**src/include/can_phy_consts.svh**
```systemverilog
// Behaviour
// - low transmit drives dominant; receive mirrors bus
// - dominant wins on the shared bus
// - standby blocks transmit, driver high impedance
// - standby receive silent until wake pattern
// - low-high-low within reset time wakes receive
// - wake pattern does not end standby
// - listen-only ignores transmit, holds recessive
// - listen-only receive path works normally
// - rate pin picks high speed, slope, standby (only standby is decoded; slope acts as high speed)
// - rate pin standby filters data, biases low
// - rate pin standby spares auxiliary channel
// - auxiliary passes data when not standby
// - auxiliary holds value when standby asserted
// - short keep-alive pulses during standby (only for pin standby; rate pin standby gives none)
// - floating transmit reads as recessive
// - long dominant transmit released after timeout
// - over temperature disables bus driver
// - auxiliary output low after startup
`ifndef CAN_PHY_CONSTS_SVH
`define CAN_PHY_CONSTS_SVH
// rate select pin encodings
`define RATE_HIGH_SPEED 2'h0
`define RATE_SLOPE 2'h1
`define RATE_STANDBY 2'h2
// timing defaults in clk_sys ticks
`define DOM_LIMIT_TICKS 32'h0000_C350
`define WAKE_RESET_TICKS 32'h0004_C4B4
`define WAKE_PHASE_TICKS 32'h0000_0096
`define BEAT_PERIOD_TICKS 32'h0000_2710
`define BEAT_WIDTH_TICKS 32'h0000_03E8
`define AUX_RESET_VALUE 1'h0
// synchroniser idle: transmit recessive, every other pin low
`define PIN_SYNC_RESET 7'h40
`endif

```
**src/include/can_phy_pkg.sv**
```systemverilog
package can_phy_pkg;
  // transceiver operating modes
  typedef enum logic [1:0] {
    MODE_NORMAL = 2'b00,
    MODE_LISTEN = 2'b01,
    MODE_STANDBY = 2'b10
  } phy_mode_t;
  // wake pattern detector states
  typedef enum logic [1:0] {
    WAKE_IDLE = 2'b00,
    WAKE_LOW = 2'b01,
    WAKE_HIGH = 2'b10,
    WAKE_DONE = 2'b11
  } wake_state_t;
endpackage : can_phy_pkg

```
**src/core/can_phy_mode.sv**
```systemverilog
`timescale 1ns/10ps
`include "can_phy_consts.svh"
// mode and data path logic of an isolated can transceiver
module can_phy_mode #(
  parameter int DOM_LIMIT = `DOM_LIMIT_TICKS,
  parameter int WAKE_RESET = `WAKE_RESET_TICKS,
  parameter int WAKE_PHASE = `WAKE_PHASE_TICKS,
  parameter int BEAT_PERIOD = `BEAT_PERIOD_TICKS,
  parameter int BEAT_WIDTH = `BEAT_WIDTH_TICKS
) (
  // clock and reset
  input wire logic clk_sys,
  input wire logic rst,
  // controller side pins
  input wire logic tx_data,
  input wire logic tx_open,
  output logic rx_data,
  input wire logic standby_request,
  input wire logic listen_only,
  input wire logic aux_in,
  // bus side
  input wire logic bus_dominant,
  output logic drive_dominant,
  output logic driver_enable,
  output logic bias_to_ground,
  input wire logic [1:0] rate_select_pin,
  input wire logic over_temp,
  output logic aux_out,
  // status
  output logic standby_pulse,
  output logic wake_seen,
  output logic dom_timeout
);
  initial begin
    if (DOM_LIMIT < 2 || WAKE_RESET < 4 || BEAT_WIDTH >= BEAT_PERIOD)
      $error("bad timing parameters");
  end

  // two-stage synchronisers for pin inputs
  logic [6:0] s1_q;
  logic [6:0] s2_q;
  logic [1:0] r1_q;
  logic [1:0] r2_q;
  always_ff @(posedge clk_sys) begin
    if (rst) begin
      s1_q <= `PIN_SYNC_RESET; // idle levels, no false edge after reset
      s2_q <= `PIN_SYNC_RESET;
      r1_q <= `RATE_HIGH_SPEED;
      r2_q <= `RATE_HIGH_SPEED;
    end else begin
      s1_q <= {tx_data, standby_request, listen_only, aux_in,
               bus_dominant, over_temp, tx_open};
      s2_q <= s1_q;
      r1_q <= rate_select_pin;
      r2_q <= r1_q;
    end
  end
  // named synchronised pins; floating transmit reads high
  wire tx_s = s2_q[6] | s2_q[0];
  wire standby_request_s = s2_q[5];
  wire listen_s = s2_q[4];
  wire aux_s = s2_q[3];
  wire bus_dom_s = s2_q[2]; // resolved bus, dominant wins
  wire hot_s = s2_q[1];
  wire rate_standby_request = (r2_q == `RATE_STANDBY);
  wire xcvr_standby_request = standby_request_s | rate_standby_request;

  // mode priority: standby, listen, normal
  can_phy_pkg::phy_mode_t mode;
  assign mode = xcvr_standby_request ? can_phy_pkg::MODE_STANDBY :
                listen_s ? can_phy_pkg::MODE_LISTEN :
                can_phy_pkg::MODE_NORMAL;

  // dominant timeout counter
  logic [31:0] dom_cnt_q;
  logic dom_to_q;
  always_ff @(posedge clk_sys) begin
    if (rst) begin
      dom_cnt_q <= '0;
      dom_to_q <= 1'b0;
    end else if (tx_s) begin
      dom_cnt_q <= '0; // release after high
      dom_to_q <= 1'b0;
    end else if (dom_cnt_q >= 32'(DOM_LIMIT - 1)) begin
      dom_to_q <= 1'b1;
    end else begin
      dom_cnt_q <= dom_cnt_q + 32'h0000_0001;
    end
  end

  // wake pattern detector
  can_phy_pkg::wake_state_t wst_q;
  logic [31:0] wph_q;
  logic [31:0] wtot_q;
  wire phase_ok = (wph_q >= 32'(WAKE_PHASE));
  always_ff @(posedge clk_sys) begin
    if (rst || !xcvr_standby_request) begin
      wst_q <= can_phy_pkg::WAKE_IDLE;
      wph_q <= '0;
      wtot_q <= '0;
    end else begin
      wph_q <= wph_q + 32'h0000_0001;
      if (wst_q != can_phy_pkg::WAKE_IDLE)
        wtot_q <= wtot_q + 32'h0000_0001;
      unique case (wst_q)
        can_phy_pkg::WAKE_IDLE: begin
          if (!bus_dom_s) wph_q <= '0;
          else if (phase_ok) begin
            wst_q <= can_phy_pkg::WAKE_LOW;
            wph_q <= '0;
            wtot_q <= '0;
          end
        end
        can_phy_pkg::WAKE_LOW: begin
          if (wtot_q >= 32'(WAKE_RESET)) wst_q <= can_phy_pkg::WAKE_IDLE;
          else if (bus_dom_s) wph_q <= '0;
          else if (phase_ok) begin
            wst_q <= can_phy_pkg::WAKE_HIGH;
            wph_q <= '0;
          end
        end
        can_phy_pkg::WAKE_HIGH: begin
          if (wtot_q >= 32'(WAKE_RESET)) wst_q <= can_phy_pkg::WAKE_IDLE;
          else if (!bus_dom_s) wph_q <= '0;
          else if (phase_ok) wst_q <= can_phy_pkg::WAKE_DONE;
        end
        can_phy_pkg::WAKE_DONE: begin
          wst_q <= can_phy_pkg::WAKE_DONE; // held until standby ends
        end
      endcase
    end
  end
  wire woke = (wst_q == can_phy_pkg::WAKE_DONE);

  // keep-alive pulse timer during standby
  logic [31:0] beat_q;
  always_ff @(posedge clk_sys) begin
    if (rst || !standby_request_s) beat_q <= '0;
    else if (beat_q >= 32'(BEAT_PERIOD - 1)) beat_q <= '0;
    else beat_q <= beat_q + 32'h0000_0001;
  end

  // auxiliary fifo path; drained only outside standby
  logic aux_fv;
  logic aux_fd;
  logic aux_q;
  logic aux_prev_q;
  wire aux_push = (aux_s != aux_prev_q) && !standby_request_s;
  aux_fifo #(.WIDTH(1), .DEPTH(4)) u_aux_fifo (
    .clk_sys(clk_sys),
    .rst(rst),
    .in_valid(aux_push),
    .in_ready(),
    .in_data(aux_s),
    .out_valid(aux_fv),
    .out_ready(!standby_request_s),
    .out_data(aux_fd)
  );
  always_ff @(posedge clk_sys) begin
    if (rst) begin
      aux_q <= `AUX_RESET_VALUE;
      aux_prev_q <= `AUX_RESET_VALUE;
    end else begin
      if (!standby_request_s) aux_prev_q <= aux_s;
      if (aux_fv && !standby_request_s) aux_q <= aux_fd;
    end
  end

  // output registers
  logic drv_q;
  logic en_q;
  logic rx_q;
  logic pulse_q;
  wire tx_allowed = (mode == can_phy_pkg::MODE_NORMAL);
  always_ff @(posedge clk_sys) begin
    if (rst) begin
      drv_q <= 1'b0;
      en_q <= 1'b0;
      rx_q <= 1'b1;
      pulse_q <= 1'b0;
    end else begin
      drv_q <= tx_allowed && !tx_s && !dom_to_q && !hot_s;
      en_q <= !xcvr_standby_request && !hot_s;
      rx_q <= (xcvr_standby_request && !woke) ? 1'b1 : !bus_dom_s;
      pulse_q <= standby_request_s && (beat_q < 32'(BEAT_WIDTH));
    end
  end
  assign drive_dominant = drv_q;
  assign driver_enable = en_q;
  assign bias_to_ground = xcvr_standby_request;
  assign rx_data = rx_q;
  assign aux_out = aux_q;
  assign standby_pulse = pulse_q;
  assign wake_seen = woke;
  assign dom_timeout = dom_to_q;

  // assertions
  a_listen_recessive: assert property (@(posedge clk_sys) disable iff (rst)
    $past(listen_s) && !$past(xcvr_standby_request) |-> !drive_dominant)
    else $error("listen-only drove dominant");
  a_standby_blocks_tx: assert property (@(posedge clk_sys) disable iff (rst)
    $past(xcvr_standby_request) |-> !drive_dominant && !driver_enable)
    else $error("standby drove bus");
  a_rx_follow_bus: assert property (@(posedge clk_sys) disable iff (rst)
    !$past(xcvr_standby_request) |-> rx_data == !$past(bus_dom_s))
    else $error("receive not following bus");
  a_standby_rx_quiet: assert property (@(posedge clk_sys) disable iff (rst)
    $past(xcvr_standby_request) && !$past(woke) |-> rx_data)
    else $error("standby receive leaked");
  a_aux_hold_standby_request: assert property (@(posedge clk_sys) disable iff (rst)
    standby_request_s && $past(standby_request_s) |-> $stable(aux_out))
    else $error("aux changed in standby");
  a_hot_off: assert property (@(posedge clk_sys) disable iff (rst)
    $past(hot_s) |-> !drive_dominant && !driver_enable)
    else $error("driver on while hot");
  a_timeout_release: assert property (@(posedge clk_sys) disable iff (rst)
    dom_to_q |=> !drive_dominant)
    else $error("dominant after timeout");
  a_wake_sticky: assert property (@(posedge clk_sys) disable iff (rst)
    woke && xcvr_standby_request |=> woke)
    else $error("wake state lost in standby");
  a_pulse_only_standby_request: assert property (@(posedge clk_sys) disable iff (rst)
    standby_pulse |-> $past(standby_request_s))
    else $error("pulse outside standby");
endmodule : can_phy_mode

```
**src/core/aux_fifo.sv**
```systemverilog
`timescale 1ns/10ps
// small valid/ready fifo for the auxiliary data path
module aux_fifo #(
  parameter int WIDTH = 1,
  parameter int DEPTH = 4
) (
  // clock and reset
  input wire logic clk_sys,
  input wire logic rst,
  // fill side
  input wire logic in_valid,
  output logic in_ready,
  input wire logic [WIDTH-1:0] in_data,
  // drain side
  output logic out_valid,
  input wire logic out_ready,
  output logic [WIDTH-1:0] out_data
);
  localparam int AW = $clog2(DEPTH);
  initial begin
    if (DEPTH < 2 || (1 << AW) != DEPTH) $error("depth must be power of 2");
  end
  // storage array
  logic [WIDTH-1:0] mem_q [DEPTH];
  logic [AW:0] wr_q;
  logic [AW:0] rd_q;
  wire full = (wr_q[AW] != rd_q[AW]) && (wr_q[AW-1:0] == rd_q[AW-1:0]);
  wire empty = (wr_q == rd_q);
  wire push = in_valid && !full;
  wire pop = out_ready && !empty;
  assign in_ready = !full;
  assign out_valid = !empty;
  assign out_data = mem_q[rd_q[AW-1:0]];
  // pointer update
  always_ff @(posedge clk_sys) begin
    if (rst) begin
      wr_q <= '0;
      rd_q <= '0;
    end else begin
      if (push) wr_q <= wr_q + 1'b1;
      if (pop) rd_q <= rd_q + 1'b1;
    end
  end
  // data write
  always_ff @(posedge clk_sys) begin
    if (push) mem_q[wr_q[AW-1:0]] <= in_data;
  end
endmodule : aux_fifo

```
**config.mk**
```make
export PLATFORM = sky130hd
export DESIGN_NAME = can_phy_mode
export DESIGN_NICKNAME = d
export VERILOG_FILES = /design/src/include/can_phy_pkg.sv /design/src/core/can_phy_mode.sv /design/src/core/aux_fifo.sv
export VERILOG_INCLUDE_DIRS = /design/src /design/src/include
export SDC_FILE = /design/constraint.sdc
export NUM_CORES = 1
export LEC_CHECK = 0
export BUFFER_PORTS_ARGS = -buffer_cell sky130_fd_sc_hd__buf_4
export CAP_MARGIN = 20
export CORE_MARGIN = 4
export CORE_UTILIZATION = 44
export CTS_CLUSTER_SIZE = 16
export DETAILED_ROUTE_END_ITERATION = 7
export HOLD_SLACK_MARGIN = 0.05
export SLEW_MARGIN = 40
export SYNTH_ARGS = -nofsm -noshare
export SYNTH_HDL_FRONTEND = slang
export SYNTH_HIERARCHICAL = 1
export SYNTH_SLANG_ARGS = --single-unit
export TNS_END_PERCENT = 50
```
**constraint.sdc**
```tcl
create_clock -name clk_sys -period 2.3 [get_ports clk_sys]
set_clock_uncertainty 0.15 [all_clocks]
set_input_delay 0.115 -clock clk_sys [delete_from_list [all_inputs] [get_ports clk_sys]]
set_output_delay 0.115 -clock clk_sys [all_outputs]
set_load 0.005 [all_outputs]
```
==> results.yml, run 1 <==
clocking:
  clockBufferDepth: 2
  cts_buffers: 17
  clk_pin_slew_ps: 60
  cts_max_level: 4
  cts_tree: "done"
  clk-insertion-delay-late_ps: 420
  cts_setup_buffers: 0
  clock-sinks: 167
  root_buffer: "clkbuf_16"
final_layout:
  layout-drive-gt1-share_pct: 12.9
  fin_cells: 980
  antennaDiodeCount: 0
  regArea_um2: 3380
  layout.nets: 802
  stdcell_area_um2: 8020
  fill_cells: 1350
  multi_input_area_um2: 3350
  area_growth_pct: 17.4
global_routing:
  grt_usage_pct: 14.7
  grt_pass1_vias: 4826
  antenna_found_initial: 0
  grt_pass1_wl_um: 21700
  grt_max_degree: 40
  grt_remaining_overflow: 0
critical_path:
  crit_fanout: 12
  worstSetupPathType: "reg -> reg"
  crit_end: "dom_cnt_q[6]"
  reg2reg_depth: 8
  r2r_start: "dom_cnt_q[0]"
  worstPathRequired_ps: 2420
  arrival_ps: 2280
  worstSetupStartpointType: "register"
  r2r_setup_slack_ps: 140
  critPathLaunch: "dom_cnt_q[0]"
  end_kind: "register"
  rr_endpoint: "dom_cnt_q[6]"
detailed_routing:
  vias: 4962
  via_per_inst: 5.06
  antenna_left: 0
  firstDrtPassIters: 5
  first_iter_violations: 190
  wl_um: 12400
  wl_per_cell_um: 12.6
  route.detailed.drc: 0
timing:
  timing.slew.headroom_pct: 56.9
  max_freq_mhz: 463
  drv_slew: 0
  fin_crit_sh_pct: 94.0
  report.final.setup_viol: 0
  fin_crit_ps: 2160
  tightest_slew_ps: 646
  hold_violations: 0
synthesis:
  yosysWarnings: 6
  synth.avg_cell_area_um2: 9.49
  synthCells: 720
  syn_area_um2: 6830
placed_design:
  globalplace.congestion: 0.828
  place_inst: 930
  io_buffers: 18
  dpl.hpwl_um: 8480
  place_area_um2: 7230
power_and_ir_drop:
  powerDensity_nw_per_um2: 742
  combPwrFrac_pct: 4.1
  swShare_pct: 22.4
  ir_worst_vdd_mv: 0.496
  p_seq_share_pct: 50.5
  intPower_w: 0.00462
  power.leakage_nw: 2.76
  clockPowerShare_pct: 45.4
  p_sw_w: 0.00133
status:
  outcome: "finished clean"
flow_run:
  drv_cap: 0
floorplan:
  core_area_um2: 15200
  rows: 45
  pin_count: 19
  initial_core_util_pct: 45.0
  fp.dieH_um: 133
  die_w_um: 133
  die_area_um2: 17600
min_path:
  min_path_cells: 1
  hp-class: "reg -> reg"
critical path, stage by stage, from the launching register on:
cell      delay (ps)
dfxtp_1          330
ha_1             250
a311oi_2         290
o21ai_1           80
a311o_1          290
buf_4            200
nor3_1           220
xnor2_1          150
nor2_1            70
placed cells by master, fill, tap and decap left out, types with 7 or more instances in the layout:
cell type	instances
o21ai_0	14
nor2_1	97
xor2_1	51
nor4_1	18
conb_1	18
nand4_1	27
and4_1	7
ha_1	11
and2_1	27
inv_1	18
buf_4	26
nand3_1	34
nor3_1	9
a21oi_1	11
dfxtp_1	162
nor3_2	8
and3_1	11
xnor2_1	39
nor2b_1	21
dlygate4sd3_1	18
nand2_1	43
nor2_2	21
clkbuf_16	18
power by group through the flow:
stage	logic, W	registers, W	clock network (W)
after floorplan	0.000144	0.00306	0
after global placement	0.000211	0.00307	0
after detailed placement	0.000221	0.00307	0
after CTS	0.000244	0.00300	0.00276
after global routing	0.000277	0.00301	0.00289
final	0.000246	0.00300	0.00270
worst min-delay path by stage:
stage          startpoint            end  slack [ps]
5_1_grt           tx_data        s1_q[6]         270
3_3_place_gp      tx_data        s1_q[6]         160
6_report          s2_q[1]  driver_enable         260
2_1_floorplan     tx_data        s1_q[6]          70
4_1_cts           s2_q[1]  driver_enable         260
3_5_place_dp      tx_data        s1_q[6]         160
per-layer routing:
metal | vias up | share of wire [%] | global-route usage (%)
li1 | 2561 | - | -
met1 | 2338 | 49 | 18.8
met2 | 46 | 47 | 23.5
met3 | 17 | 2.3 | 3.69
met4 | 0 | 1.7 | 6.41
met5 | - | 0 | 0
sequential cells by signal, indices dropped and copies added (netlist names), 4 cells and up, named ones only:
| register | cells |
|---|---|
| beat_q | 32 |
| s2_q | 7 |
| u_aux_fifo/mem_q | 4 |
| wph_q | 32 |
| s1_q | 7 |
| wtot_q | 32 |
| dom_cnt_q | 32 |
repair_timing:
action	in CTS	in global routing
endpoints found under the hold margin	22	0
hold buffers	18	0
endpoints found under the setup margin	0	64
gates resized for setup	0	5
per-stage QoR:
step                      setup slack [ps]  hold slack, ps  TNS [ps]  utilization (%)  power (W)
final                                  139             255         0             52.8    0.00595
after global routing                 -2.77             270     -2.77             52.8    0.00618
after CTS                             63.4             259         0             52.4    0.00601
after detailed placement              65.3             163         0             47.5    0.00329
after global placement                 160             161         0             47.5    0.00328
after floorplan                        280            68.8         0                -    0.00320
area by class of cell:
| cell class | count | share of cell area, % |
|---|---|---|
| flip-flops and latches | 167 | 42.2 |
| multi-input cells | 530 | 41.8 |
| clock buffers | 20 | 5.57 |
| repair buffers | 46 | 5.24 |
| well taps | 188 | 2.93 |
| clock inverters | 11 | 1.45 |
| inverters | 18 | 0.842 |
(Power assumes the default switching activity.)
==> inputs of run 2 (changes only) <==
--- a/config.mk
+++ b/config.mk
@@ -13,6 +13,7 @@
 export CTS_CLUSTER_SIZE = 16
 export DETAILED_ROUTE_END_ITERATION = 7
 export HOLD_SLACK_MARGIN = 0.05
+export SETUP_SLACK_MARGIN = 0.4
 export SLEW_MARGIN = 40
 export SYNTH_ARGS = -nofsm -noshare
 export SYNTH_HDL_FRONTEND = slang
==> run 2 against run 1 <==
Against the previous run: routed wire length grew 11%; worst hold slack is essentially flat; first-iteration DRC count increased by 34%; clock power increased by 14%; die area did not move; count of clock-buffer cells in the layout decreased by 3; final cell count increased by 3.0%; sequential share of layout area decreased by 3.6 points; critical path type unchanged; critical endpoint is now wph_q[8]; largest cell class is now multi-input combinational cells.
==> results.yml, run 2 (synthesis results as in run 1) <==
clocking:
  root_buffer: "clkbuf_16"
  cts_max_level: 4
  clk-insertion-delay-late_ps: 430
  clockBufferDepth: 2
  cts_buffers: 17
  cts_tree: "done"
  clock-sinks: 167
  clk_pin_slew_ps: 70
final_layout:
  fill_cells: 1266
  area_growth_pct: 29.3
  post-route-util_pct: 58.1
  fin_cells: 1009
  layout_common_cells: "dfxtp_1, nor2_1, buf_4, xor2_1, nand2_1"
  layout_commonest_cell: "dfxtp_1"
  layout-drive-gt1-share_pct: 26.2
  antennaDiodeCount: 0
  stdcell_area_um2: 8840
  layout.nets: 830
timing:
  report.final.setup_viol: 0
  fin_crit_ps: 2140
  tightest_slew_ps: 645
  fin_crit_sh_pct: 93.2
  rsz0062_at_grt: "yes"
  timing.slew.headroom_pct: 57.0
  drv_slew: 0
  hold_violations: 0
  max_freq_mhz: 467
floorplan:
  rows: 45
  core_area_um2: 15200
  die_area_um2: 17600
  die_w_um: 133
  initial_core_util_pct: 45.0
  fp.dieH_um: 133
  pin_count: 19
detailed_routing:
  route.detailed.drc: 0
  firstDrtPassIters: 5
  wl_um: 13800
  first_iter_violations: 254
  via_per_inst: 5.11
  antenna_left: 0
  wl_per_cell_um: 13.6
  vias: 5155
critical_path:
  critPathTopFamily: "simple AND/OR/NAND/NOR gates"
  arrival_ps: 2350
  cpPeakStageDelay_ps: 350
  crit_chain: "nor4_4 -> nand4_1 -> nor3_2 -> buf_4 -> o21a_1 -> o311ai_4 -> buf_6 -> clkbuf_16 -> nor2_2"
  worstSetupPathType: "reg -> reg"
  end_kind: "register"
  cp_slowest_cell: "dfxtp_4"
  critPathBufInv: 3
  worstPathRequired_ps: 2510
  crit_fanout: 8
  worstSetupStartpointType: "register"
placed_design:
  globalplace.congestion: 0.815
  place_inst: 949
  place_area_um2: 7380
  dpl.hpwl_um: 8790
  io_buffers: 18
global_routing:
  antenna_found_initial: 0
  grt_pass1_wl_um: 22900
  grt_usage_pct: 15.7
  grt_remaining_overflow: 0
  grt_max_degree: 33
  grt_pass1_vias: 5046
power_and_ir_drop:
  powerDensity_nw_per_um2: 716
  power.total_w: 0.00633
  ir_worst_vdd_mv: 0.490
  power.leakage_nw: 3.11
status:
  outcome: "finished clean"
min_path:
  hp-class: "in -> reg"
flow_run:
  drv_cap: 0
-- run 2: metal layers --
metal	track usage [%]	wire length, µm	vias to the layer above	part of all wire [%]
li1	-	-	2627	-
met3	3.57	379	16	2.8
met1	19.1	6340	2446	46
met5	0	0	-	0
met4	6.52	197	0	1.4
met2	26.7	6850	66	50
-- run 2: what timing repair did --
| action | CTS | global route |
|---|---|---|
| pin swaps | 20 | 42 |
| endpoints found under the hold margin | 16 | 0 |
| cloned | 2 | 3 |
| setup endpoints to repair | 92 | 97 |
| resized for setup | 48 | 78 |
| hold buffers | 11 | 0 |
| setup buffers | 7 | 5 |
-- run 2: per-stage QoR --
step,setup slack [ps],hold slack [ps],TNS [ps]
2_1_floorplan,391,68.8,0
3_3_place_gp,-90.8,157,-2620
3_5_place_dp,-14.7,155,-136
4_1_cts,142,245,0
5_1_grt,29.2,279,0
6_report,157,255,0
-- run 2: tightest hold or removal path, cell delays in order --
cell and delay (ps):
buf_4 100, or3_1 520, a21oi_2 50
-- run 2: worst paths after layout --
kind         startpoint       endpoint  slack, ps  cells after the start
max           wph_q[26]       wph_q[8]        160                      9
min                 rst   dom_cnt_q[2]        250                      3
max reg2reg   wph_q[26]       wph_q[8]        160                      9
min reg2reg     s2_q[1]  driver_enable        250                      1
-- run 2: report_power, final --
group / leakage (nW) / switching, W / total (W) / internal, W
logic: 1.41 / 0.000129 / 0.000238 / 0.000109
registers: 1.37 / 0.0000415 / 0.00300 / 0.00296
clock network: 0.320 / 0.00130 / 0.00309 / 0.00178
total: 3.11 / 0.00147 / 0.00633 / 0.00485
-- run 2: area by class of cell --
class,instances,area (µm²),area share [%]
Clock buffer,17,425,4.81
Timing Repair Buffer,73,654,7.40
Inverter,18,67.6,0.764
Tap cell,188,235,2.66
Multi-Input combinational cell,531,3820,43.2
Clock inverter,15,225,2.55
Sequential cell,167,3410,38.6
